### config.mk
export PLATFORM = sky130hd
export DESIGN_NAME = bur_regs
export DESIGN_NICKNAME = d
export VERILOG_FILES = /design/src/core/bur_pkg.sv /design/src/core/bur_regs.sv
export SDC_FILE = /design/constraint.sdc
export NUM_CORES = 1
export LEC_CHECK = 0
export ABC_AREA = 0
export BUFFER_PORTS_ARGS = -buffer_cell sky130_fd_sc_hd__buf_2
export CORE_MARGIN = 8
export CORE_UTILIZATION = 35
export DETAILED_ROUTE_END_ITERATION = 10
export GPL_TIMING_DRIVEN = 1
export PLACE_DENSITY = 0.67
export SLEW_MARGIN = 20
export SYNTH_ARGS = -nofsm -noshare
export SYNTH_HDL_FRONTEND = slang
export SYNTH_SLANG_ARGS = --single-unit
### constraint.sdc
create_clock -name clk_sys_i -period 2.45 [get_ports clk_sys_i]
set_clock_uncertainty 0.15 [all_clocks]
set_input_delay 0.245 -clock clk_sys_i [delete_from_list [all_inputs] [get_ports clk_sys_i]]
set_output_delay 0.245 -clock clk_sys_i [all_outputs]
set_load 0.005 [all_outputs]
### src/core/bur_pkg.sv
/*
  bur_pkg: constants for the banked serial register file.
  Assumes a single 200 MHz system clock and an 8-bit host data bus.
*/
package bur_pkg;
  localparam int unsigned BUR_BANKS      = 4;
  localparam int unsigned BUR_SLOTS      = 8;
  localparam int unsigned BUR_REG_COUNT  = 35;
  // slot offsets within a bank
  localparam logic [2:0] OFF_DATA        = 3'h0;
  localparam logic [2:0] OFF_GIE         = 3'h1;
  localparam logic [2:0] OFF_DIV_LOW     = 3'h0;
  localparam logic [2:0] OFF_DIV_HIGH    = 3'h1;
  localparam logic [2:0] OFF_IDENT_BANK  = 3'h2;
  localparam logic [2:0] OFF_LINE_CTRL   = 3'h3;
  localparam logic [2:0] OFF_MODEM_CTRL  = 3'h4;
  localparam logic [2:0] OFF_LINE_STAT   = 3'h5;
  localparam logic [2:0] OFF_MODEM_STAT  = 3'h6;
  localparam logic [2:0] OFF_CHAR_CMP0   = 3'h7;
  // field positions
  localparam int unsigned DIVISOR_LATCH_ACCESS_BIT_BIT       = 7;
  localparam int unsigned BANK_PTR_LSB   = 5;
  // bank numbers
  localparam logic [1:0] BANK_COMPAT     = 2'h0;
  localparam logic [1:0] BANK_MODEM_CONF = 2'h3;
  // reset values
  localparam logic [7:0] RST_DIV_LOW     = 8'h02;
  localparam logic [7:0] RST_DIV_HIGH    = 8'h00;
  localparam logic [7:0] RST_GIE         = 8'h00;
  localparam logic [7:0] RST_IDENT       = 8'h01;
  localparam logic [7:0] RST_LINE_CTRL   = 8'h00;
  localparam logic [7:0] RST_MODEM_CTRL  = 8'h00;
  localparam logic [7:0] RST_LINE_STAT   = 8'h60;
  localparam logic [7:0] RST_MODEM_STAT  = 8'h00;
  localparam logic [7:0] RST_CHAR_CMP0   = 8'h00;
  localparam logic [7:0] RST_ZERO        = 8'h00;
  // writable masks
  localparam logic [7:0] GIE_MASK        = 8'h3F;
  localparam logic [7:0] MCR_MASK        = 8'h3F;
  localparam logic [7:0] STORE_MASK      = 8'hFF;
endpackage

### src/core/bur_regs.sv
/*
  bur_regs: host-facing banked register file of the serial controller.
  Assumes host signals are synchronous to clk_sys_i (logic on the same
  clock); status words come from the serial machines on that clock.
*/
`timescale 1ns/1ps
module bur_regs
  import bur_pkg::*;
(
  // clock and reset
  input  wire logic       clk_sys_i,
  input  wire logic       rstn_i,
  // host register port
  input  wire logic [2:0] register_address_lines_i,
  input  wire logic       rd_i,
  input  wire logic       wr_i,
  input  wire logic [7:0] wdata_i,
  output logic      [7:0] rdata_o,
  // serial machine side
  input  wire logic [7:0] rx_data_i,
  input  wire logic [3:0] int_ident_i,
  input  wire logic [7:0] line_status_i,
  input  wire logic [7:0] modem_status_i,
  input  wire logic [7:0] bank_rd_i [1:3][0:7],
  output logic            tx_write_o,
  output logic      [7:0] tx_data_o,
  output logic      [1:0] bank_pointer_field_o,
  output logic      [2:0] bank_wr_slot_o,
  output logic      [1:0] bank_wr_bank_o,
  output logic            bank_wr_o,
  output logic      [7:0] bank_wdata_o,
  output logic      [7:0] divisor_a_o [0:1],
  output logic      [7:0] divisor_b_o [0:1],
  output logic      [7:0] line_control_o,
  output logic      [7:0] modem_control_o,
  output logic      [7:0] general_interrupt_enable_o,
  output logic      [7:0] control_char_compare_zero_o,
  output logic            rx_read_o
);

  typedef enum logic [1:0] {
    SEL_PLAIN = 2'b00,
    SEL_DIV   = 2'b01
  } bur_sel_type;

  logic [1:0] bank_q, bank_d;
  logic [7:0] div_a_q [0:1];
  logic [7:0] div_a_d [0:1];
  logic [7:0] div_b_q [0:1];
  logic [7:0] div_b_d [0:1];
  logic [7:0] lcr_q, lcr_d, mcr_q, mcr_d, gie_q, gie_d, cmp_q, cmp_d;
  logic [7:0] tx_q, tx_d, rdata_q, rdata_d;
  logic       txw_q, txw_d, rxr_q, rxr_d;
  logic       bw_q, bw_d;
  logic [2:0] bslot_q, bslot_d;
  logic [1:0] bbank_q, bbank_d;
  logic [7:0] bdata_q, bdata_d;
  bur_sel_type sel;

  // slots 0 and 1 divert to divisors only in banks 0 and 3
  function automatic bur_sel_type slot_sel(input logic [1:0] bank,
                                           input logic [2:0] slot,
                                           input logic       divisor_latch_access_bit);
    if (divisor_latch_access_bit && (bank == BANK_COMPAT || bank == BANK_MODEM_CONF) &&
        (slot == OFF_DIV_LOW || slot == OFF_DIV_HIGH)) begin
      return SEL_DIV;
    end
    return SEL_PLAIN;
  endfunction

  always_comb begin
    sel     = slot_sel(bank_q, register_address_lines_i,
                       lcr_q[DIVISOR_LATCH_ACCESS_BIT_BIT]);
    bank_d  = bank_q;
    div_a_d = div_a_q;
    div_b_d = div_b_q;
    lcr_d   = lcr_q;
    mcr_d   = mcr_q;
    gie_d   = gie_q;
    cmp_d   = cmp_q;
    tx_d    = tx_q;
    txw_d   = 1'b0;
    rxr_d   = 1'b0;
    bw_d    = 1'b0;
    bslot_d = bslot_q;
    bbank_d = bbank_q;
    bdata_d = bdata_q;
    rdata_d = rdata_q;
    if (wr_i) begin
      // ident slot sits in every bank, so a bank switch is always possible
      if (register_address_lines_i == OFF_IDENT_BANK) begin
        bank_d = wdata_i[BANK_PTR_LSB +: 2];
      end else if (sel == SEL_DIV) begin
        if (bank_q == BANK_COMPAT) begin
          div_a_d[register_address_lines_i[0]] = wdata_i;
        end else begin
          div_b_d[register_address_lines_i[0]] = wdata_i;
        end
      end else if (bank_q == BANK_COMPAT) begin
        case (register_address_lines_i)
          OFF_DATA: begin
            tx_d  = wdata_i;
            txw_d = 1'b1;
          end
          OFF_GIE:        gie_d = wdata_i & GIE_MASK;
          OFF_LINE_CTRL:  lcr_d = wdata_i & STORE_MASK;
          OFF_MODEM_CTRL: mcr_d = wdata_i & MCR_MASK;
          OFF_CHAR_CMP0:  cmp_d = wdata_i;
          default:        bw_d  = 1'b0;
        endcase
      end else begin
        // other banks handed to their own blocks
        bw_d    = 1'b1;
        bslot_d = register_address_lines_i;
        bbank_d = bank_q;
        bdata_d = wdata_i;
      end
    end
    if (rd_i) begin
      if (register_address_lines_i == OFF_IDENT_BANK) begin
        rdata_d = {1'b0, bank_q, 1'b0, int_ident_i};
      end else if (sel == SEL_DIV) begin
        rdata_d = (bank_q == BANK_COMPAT) ?
                  div_a_q[register_address_lines_i[0]] :
                  div_b_q[register_address_lines_i[0]];
      end else if (bank_q == BANK_COMPAT) begin
        case (register_address_lines_i)
          OFF_DATA: begin
            rdata_d = rx_data_i;
            rxr_d   = 1'b1;
          end
          OFF_GIE:        rdata_d = gie_q;
          OFF_LINE_CTRL:  rdata_d = lcr_q;
          OFF_MODEM_CTRL: rdata_d = mcr_q;
          OFF_LINE_STAT:  rdata_d = line_status_i;
          OFF_MODEM_STAT: rdata_d = modem_status_i;
          OFF_CHAR_CMP0:  rdata_d = cmp_q;
          default:        rdata_d = RST_ZERO;
        endcase
      end else begin
        rdata_d = bank_rd_i[bank_q][register_address_lines_i];
      end
    end
  end

  always_ff @(posedge clk_sys_i) begin
    if (!rstn_i) begin
      bank_q     <= RST_IDENT[BANK_PTR_LSB +: 2];
      div_a_q[0] <= RST_DIV_LOW;
      div_a_q[1] <= RST_DIV_HIGH;
      div_b_q[0] <= RST_DIV_LOW;
      div_b_q[1] <= RST_DIV_HIGH;
      lcr_q      <= RST_LINE_CTRL;
      mcr_q      <= RST_MODEM_CTRL;
      gie_q      <= RST_GIE;
      cmp_q      <= RST_CHAR_CMP0;
      tx_q       <= RST_ZERO;
      rdata_q    <= RST_ZERO;
      txw_q      <= 1'b0;
      rxr_q      <= 1'b0;
      bw_q       <= 1'b0;
      bslot_q    <= 3'h0;
      bbank_q    <= 2'h0;
      bdata_q    <= RST_ZERO;
    end else begin
      bank_q  <= bank_d;
      div_a_q <= div_a_d;
      div_b_q <= div_b_d;
      lcr_q   <= lcr_d;
      mcr_q   <= mcr_d;
      gie_q   <= gie_d;
      cmp_q   <= cmp_d;
      tx_q    <= tx_d;
      rdata_q <= rdata_d;
      txw_q   <= txw_d;
      rxr_q   <= rxr_d;
      bw_q    <= bw_d;
      bslot_q <= bslot_d;
      bbank_q <= bbank_d;
      bdata_q <= bdata_d;
    end
  end

  assign rdata_o                     = rdata_q;
  assign tx_write_o                  = txw_q;
  assign tx_data_o                   = tx_q;
  assign rx_read_o                   = rxr_q;
  assign bank_pointer_field_o        = bank_q;
  assign bank_wr_o                   = bw_q;
  assign bank_wr_slot_o              = bslot_q;
  assign bank_wr_bank_o              = bbank_q;
  assign bank_wdata_o                = bdata_q;
  assign divisor_a_o                 = div_a_q;
  assign divisor_b_o                 = div_b_q;
  assign line_control_o              = lcr_q;
  assign modem_control_o             = mcr_q;
  assign general_interrupt_enable_o  = gie_q;
  assign control_char_compare_zero_o = cmp_q;

  bank_switch_a: assert property (@(posedge clk_sys_i) disable iff (!rstn_i)
    wr_i && register_address_lines_i == OFF_IDENT_BANK |=>
    bank_pointer_field_o == $past(wdata_i[6:5]))
    else $error("bank pointer not taken from write");
  bank_hold_a: assert property (@(posedge clk_sys_i) disable iff (!rstn_i)
    !(wr_i && register_address_lines_i == OFF_IDENT_BANK) |=>
    $stable(bank_pointer_field_o))
    else $error("bank pointer moved without a write");
  ident_read_a: assert property (@(posedge clk_sys_i) disable iff (!rstn_i)
    rd_i && register_address_lines_i == OFF_IDENT_BANK |=>
    rdata_o[6:5] == $past(bank_pointer_field_o))
    else $error("ident read lost bank pointer");
  div_write_a: assert property (@(posedge clk_sys_i) disable iff (!rstn_i)
    wr_i && line_control_o[7] && bank_pointer_field_o == 2'h0 &&
    register_address_lines_i == 3'h0 |=>
    divisor_a_o[0] == $past(wdata_i) && !tx_write_o)
    else $error("latch write missed low divisor");
  tx_write_a: assert property (@(posedge clk_sys_i) disable iff (!rstn_i)
    wr_i && !line_control_o[7] && bank_pointer_field_o == 2'h0 &&
    register_address_lines_i == 3'h0 |=>
    tx_write_o && tx_data_o == $past(wdata_i))
    else $error("data write did not reach transmitter");
  other_bank_a: assert property (@(posedge clk_sys_i) disable iff (!rstn_i)
    wr_i && bank_pointer_field_o == 2'h1 &&
    register_address_lines_i != 3'h2 |=>
    bank_wr_o && $stable(line_control_o) && $stable(divisor_a_o[0]))
    else $error("hidden bank register changed");
  bank_read_a: assert property (@(posedge clk_sys_i) disable iff (!rstn_i)
    rd_i && bank_pointer_field_o == 2'h2 &&
    register_address_lines_i == 3'h4 |=>
    rdata_o == $past(bank_rd_i[2][4]))
    else $error("bank two read mismatch");
  lsr_read_a: assert property (@(posedge clk_sys_i) disable iff (!rstn_i)
    rd_i && bank_pointer_field_o == 2'h0 &&
    register_address_lines_i == 3'h5 |=>
    rdata_o == $past(line_status_i) ##1 1'b1)
    else $error("line status read mismatch");
endmodule

==> reports/results.ini, run 1 <==
[power]
p_leak_nw=3.743
powerDensity_nw_per_um2=470.5
irDropWorstVdd_uv=284.1

[critical_path]
crit_start=bank_pointer_field_o[1]
critical_path_class=register to register
crit_path_max_fanout=31
setup.worst_path.end_class=register
cp.arrival_ns=2.33
cp_top_family=compound AO/OA/AOI/OAI gates
cpPeakStageDelay_ns=0.47
cp_slowest_cell=dfxtp_4
rr_startpoint=bank_pointer_field_o[1]
worstPathRequired_ns=2.51
path_cells=buf_12 > mux2_2 > a221o_1 > a221o_1 > a211oi_1 > a211oi_1
cp-start-kind=register
cp.buffers_inverters=1

[synth]
synth.yosys.seq_area_share=0.3066
yosysTopAreaCell=dfxtp_1
yosys.cell_types.count=57
ys_seq_elements=94
ys.flop_type=dfxtp_1
yosys_warnings=0
synthArstFlopShare=0
netlist_area_sq_um=6138
synth_top_area_share=0.3066
syn_inst=671
synth_edf_count=0
postSynthAreaPerCell_sq_um=9.148
yosys-top-cells-area=dfxtp_1, mux2i_1, mux4_2

[clocking]
cts_max_level=3
cts_buffers=9
cts_root_buf=clkbuf_16
cts_buffer_depth=2
cts_resized=0
clock_latency_ns=0.34
path_clk_slew_ns=0.07
clkSinkCount=94
hold_buffers=0
post_cts_buffers=0
cts_tree=done

[grt]
grt_overflow=0
grt_pass1_vias=6977
grt_pass1_wl_mm=41.86
grt_max_degree=86
grtUsageTotal=0.2488
grt_antenna_before_repair=6

[job]
cap_violations=0

[routing]
first_pass_iters=5
finalWirelength_mm=28.53
wl_per_cell_um=23.44
vias_per_cell=5.468
drc=0
num_vias=6655
drt.antenna.violating_nets=0
initialDrtViolationCount=310

[sta]
maxSlewHeadroom=0.6648
max_freq_ghz=0.4411
slew_viol_final=0
setup-tns-final_ns=0
hold_viol_final=0
rsz0062_at_grt=false
tightest_slew_ns=0.5028
setup_viol=0
post-route-period-util=0.9254
period_needed_ns=2.267

[finish]
drive_above_1_share=0.4726
final_cell_count_no_fill=1217
nets=1217
area_delta_synth_final_pct=38.71

[floorplan]
start_util=0.3561
die-area_sq_um=22030
io-pin-count=333
die_y_um=148.4
die_x_um=148.4
num_rows=48
core_area_sq_um=17240

[placement]
dp_hpwl_mm=22.65
placedCellCount=1195
numPortBuffers=328
gp_congestion=0.8844

[status]
status=finished, final reports clean

[hold_path]
min_from=rstn_i
hold_path.class=input port to register

stage by stage:
stage | utilization | hold slack [ns] | cell area (sq um) | power, mW | setup WS [ns]
after CTS | 0.4930 | 0.06274 | 8497 | 4.039 | 0.08580
final | 0.4940 | 0.06689 | 8514 | 4.006 | 0.1828
after floorplan | - | 0.2350 | 6207 | 2.000 | 0.003994
after detailed placement | 0.4723 | 0.2947 | 8140 | 2.366 | 0.1014
after global routing | 0.4940 | 0.06444 | 8514 | 4.147 | 0.02985
after global placement | 0.4723 | 0.2910 | 8140 | 2.357 | 0.1298
report_power, final:
part,total [mW],switching (mW),internal (mW)
clock network,1.67,0.617,1.06
logic,0.760,0.394,0.367
registers,1.57,0.0185,1.55
total,4.01,1.03,2.98
synthesized netlist by cell type, drive strengths merged, types with 5 or more instances:
library cell  count
o22ai             9
nand3            12
o221ai            6
a31oi             7
nand4             6
o211ai           10
nand2            55
a221oi           30
nor2             77
clkbuf           29
mux2             33
nand3b            7
nand2b            5
nor2b             5
dfxtp            94
buf              44
o21ai            19
a21oi            30
mux4             24
nor3              9
a22oi             9
inv               8
mux2i            93
state kept, by name, indices dropped and copies added (netlist names), 2 cells and up:
signal                       count
rdata_o                          8
bank_pointer_field_o             2
line_control_o                   8
general_interrupt_enable_o       6
tx_data_o                        8
modem_control_o                  6
bank_wdata_o                     8
divisor_b_o                     16
divisor_a_o                     16
control_char_compare_zero_o      8
bank_wr_bank_o                   2
bank_wr_slot_o                   3
metal layers:
metal  share of wire  up-vias  global-route usage
li1                -     3118                   -
met3           0.081       44             0.06290
met5               0        -                   0
met2            0.51      308              0.4443
met4           0.026        0             0.09077
met1            0.39     3185              0.2795
path summary, 6_finish.rpt:
| kind | endpoint | slack, ns | cells after the start |
|---|---|---|---|
| setup / recovery | rdata_o[0] | 0.18 | 6 |
| hold / removal | divisor_b_o[9] | 0.07 | 2 |
| setup reg to reg | rdata_o[0] | 0.18 | 6 |
| hold reg to reg | bank_wdata_o[3] | 0.30 | 2 |
layout by cell type (no fill, tap or decap), types with 24 or more instances in the layout:
cell / n
nor2_1: 76
nand2_1: 55
a21oi_1: 30
mux4_2: 24
buf_2: 327
buf_4: 35
mux2_2: 33
mux2i_1: 93
a221oi_1: 30
dfxtp_1: 92
area by class of cell:
type | count | area (sq um)
Antenna cell | 6 | 15.01
Sequential cell | 94 | 1887
Fill cell | 1707 | 8722
Inverter | 9 | 46.29
Tap cell | 225 | 281.5
Clock inverter | 5 | 103.9
Timing Repair Buffer | 369 | 2039
Multi-Input combinational cell | 498 | 3889
Clock buffer | 11 | 252.7
cell families after synthesis:
group	after synthesis	synth area share
simple gates	194	0.1529
mux	150	0.3002
compound gates	149	0.1718
flops	94	0.3066
buf+inv	82	0.06584
fa+ha+maj	1	0.002038
other cells	1	0.0006109
No activity file was read; power rests on OpenSTA's default activity.
==> run 2, diff against run 1 <==
- SETUP_SLACK_MARGIN: unset -> 0.3
==> reports/results.ini, run 2 (synthesized netlist as in run 1, its figures left out) <==
[status]
status=finished, final reports clean  ; unchanged

[sta]
hold_viol_final=0  ; unchanged
period_needed_ns=2.160  ; was 2.267 ns
post-route-period-util=0.8818  ; was 0.9254
rsz0062_at_grt=true  ; was false
tightest_slew_ns=0.7793  ; was 0.5028 ns
setup_viol=0  ; unchanged
maxSlewHeadroom=0.4794  ; was 0.6648
slew_viol_final=0  ; unchanged
max_freq_ghz=0.4629  ; was 0.4411 GHz
setup-tns-final_ns=0  ; unchanged

[power]
p_leak_nw=3.746  ; was 3.743 nW
p_clk_frac=0.357  ; was 0.418
pwr-share-seq=0.430  ; was 0.393
p_int_mw=2.651  ; was 2.977 mW
p_sw_frac=0.2777  ; was 0.2569
power_frac_comb=0.213  ; was 0.190
irDropWorstVdd_uv=276.1  ; was 284.1 uV
powerDensity_nw_per_um2=426.7  ; was 470.5 nW/um^2
power_switching_mw=1.020  ; was 1.029 mW

[floorplan]
num_rows=48  ; unchanged
die-area_sq_um=22030  ; unchanged
die_y_um=148.4  ; unchanged
core_area_sq_um=17240  ; unchanged
die_x_um=148.4  ; unchanged
io-pin-count=333  ; unchanged
start_util=0.3561  ; unchanged

[grt]
grt_max_degree=81  ; was 86
grtUsageTotal=0.2507  ; was 0.2488
grt_antenna_before_repair=2  ; was 6
grt_pass1_wl_mm=42.41  ; was 41.86 mm
grt_overflow=0  ; unchanged
grt_pass1_vias=6956  ; was 6977

[hold_path]
min_from=rstn_i  ; unchanged
whs_path_depth=2  ; unchanged
hold_path.class=input port to register  ; unchanged
min_to=divisor_a_o[9]  ; was divisor_b_o[9]

[critical_path]
rr_startpoint=bank_pointer_field_o[1]  ; unchanged
cp.arrival_ns=2.22  ; was 2.33 ns
reg2reg_depth=6  ; unchanged
cpPeakStageDelay_ns=0.48  ; was 0.47 ns
path_cells=buf_12 > mux4_2 > or3_1 > a31o_2 > a211oi_2 > a211oi_1  ; was buf_12 > mux2_2 > a221o_1 > a221o_1 > a211oi_1 > a211oi_1
cp-start-kind=register  ; unchanged
reg2reg_setup_slack_ns=0.29  ; was 0.18 ns
worstPathRequired_ns=2.51  ; about the same
cp_slowest_cell=mux4_2  ; was dfxtp_4
r2r_end=rdata_o[0]  ; unchanged
setup.worst_path.end_class=register  ; unchanged
crit_path_max_fanout=8  ; was 31
critical_path_class=register to register  ; unchanged

[clocking]
cts_tree=done  ; unchanged
clkSinkCount=94  ; unchanged
clock_latency_ns=0.34  ; about the same
cts_root_buf=clkbuf_16  ; unchanged
path_clk_slew_ns=0.07  ; about the same
cts_buffers=9  ; unchanged
cts_buffer_depth=2  ; unchanged
cts_max_level=3  ; unchanged

[routing]
wl_per_cell_um=23.64  ; was 23.44 um
finalWirelength_mm=28.82  ; was 28.53 mm
drc=0  ; unchanged
initialDrtViolationCount=411  ; was 310
drt.antenna.violating_nets=0  ; unchanged
vias_per_cell=5.463  ; was 5.468
num_vias=6660  ; was 6655
first_pass_iters=6  ; was 5

[placement]
dp_hpwl_mm=22.74  ; was 22.65 mm
gp_congestion=0.9121  ; was 0.8844
numPortBuffers=328  ; unchanged

[job]
cap_violations=0  ; unchanged

[finish]
nets=1223  ; was 1217
area_delta_synth_final_pct=40.15  ; was 38.71%
final_core_util=0.4991  ; was 0.4940
final_common_cell=buf_2  ; unchanged
drive_above_1_share=0.4819  ; was 0.4726
mostFrequentLayoutCells=buf_2, mux2i_1, dfxtp_1  ; unchanged

==> run 2: cell count changes in the layout (fill, tap and decap cells not counted), sizes merged <==
cell / before / now
diode: 6 / 2
clkinvlp: 0 / 2
bufinv: 3 / 0
buf: 369 / 374
inv: 9 / 8
bufbuf: 0 / 1
clkbuf: 11 / 13
==> run 2: what timing repair did <==
action,4_1_cts,5_1_grt
hold endpoints to repair,0,0
gates resized for setup,10,11
hold buffers,0,0
buffers inserted,0,5
pin swaps,1,15
endpoints found under the setup margin,41,75
gates cloned,1,1
==> run 2: metrics by stage <==
stage	setup WS, ns	cells	power (mW)	hold WS (ns)	area, sq um
floorplan	0.01760	674	2.005	0.2350	6240
global placement	0.05263	1194	2.370	0.2903	8154
detailed placement	0.01834	1194	2.375	0.2930	8154
CTS	0.2466	1211	3.682	0.05161	8501
global route	0.2103	1219	3.826	0.05832	8603
finish	0.2895	1219	3.671	0.05284	8603
==> run 2: worst max-delay path by stage <==
stage | startpoint | endpoint | slack, ns
finish | bank_pointer_field_o[1] | rdata_o[0] | 0.29
global route | bank_pointer_field_o[1] | divisor_a_o[12] | 0.21
CTS | bank_pointer_field_o[1] | rdata_o[0] | 0.25
detailed placement | register_address_lines_i[1] | rdata_o[6] | 0.02
global placement | register_address_lines_i[1] | rdata_o[6] | 0.05
floorplan | bank_pointer_field_o[0] | divisor_b_o[9] | 0.02
==> run 2: area by class of cell <==
class / instances / area, sq um
Clock inverter: 3 / 20.02
Inverter: 9 / 48.80
Clock buffer: 13 / 250.2
Multi-Input combinational cell: 498 / 3976
Timing Repair Buffer: 375 / 2135
Sequential cell: 94 / 1887
Fill cell: 1655 / 8633
Antenna cell: 2 / 5.005
Tap cell: 225 / 281.5
==> run 2: worst max-delay path, delay by kind of cell (launching register included) <==
family                 cells  cell delay (ns)
buffers and inverters      1             0.14
flip-flops                 1             0.41
multiplexers               1             0.48
AO/OA/AOI/OAI              3             0.52
AND/OR/NAND/NOR            1             0.32
==> run 2: metal layers <==
metal | part of all wire | global-route usage | vias to the layer above
met2 | 0.52 | 0.4489 | 296
li1 | - | - | 3133
met5 | 0 | 0 | -
met1 | 0.39 | 0.2872 | 3198
met4 | 0.018 | 0.07394 | 0
met3 | 0.079 | 0.06290 | 33
==> run 2: power groups by stage <==
stage / combinational [mW] / clock [mW] / sequential [mW]
2_1_floorplan: 0.397 / 0 / 1.61
3_3_place_gp: 0.757 / 0 / 1.61
3_5_place_dp: 0.763 / 0 / 1.61
4_1_cts: 0.773 / 1.33 / 1.58
5_1_grt: 0.840 / 1.41 / 1.58
6_report: 0.783 / 1.31 / 1.58
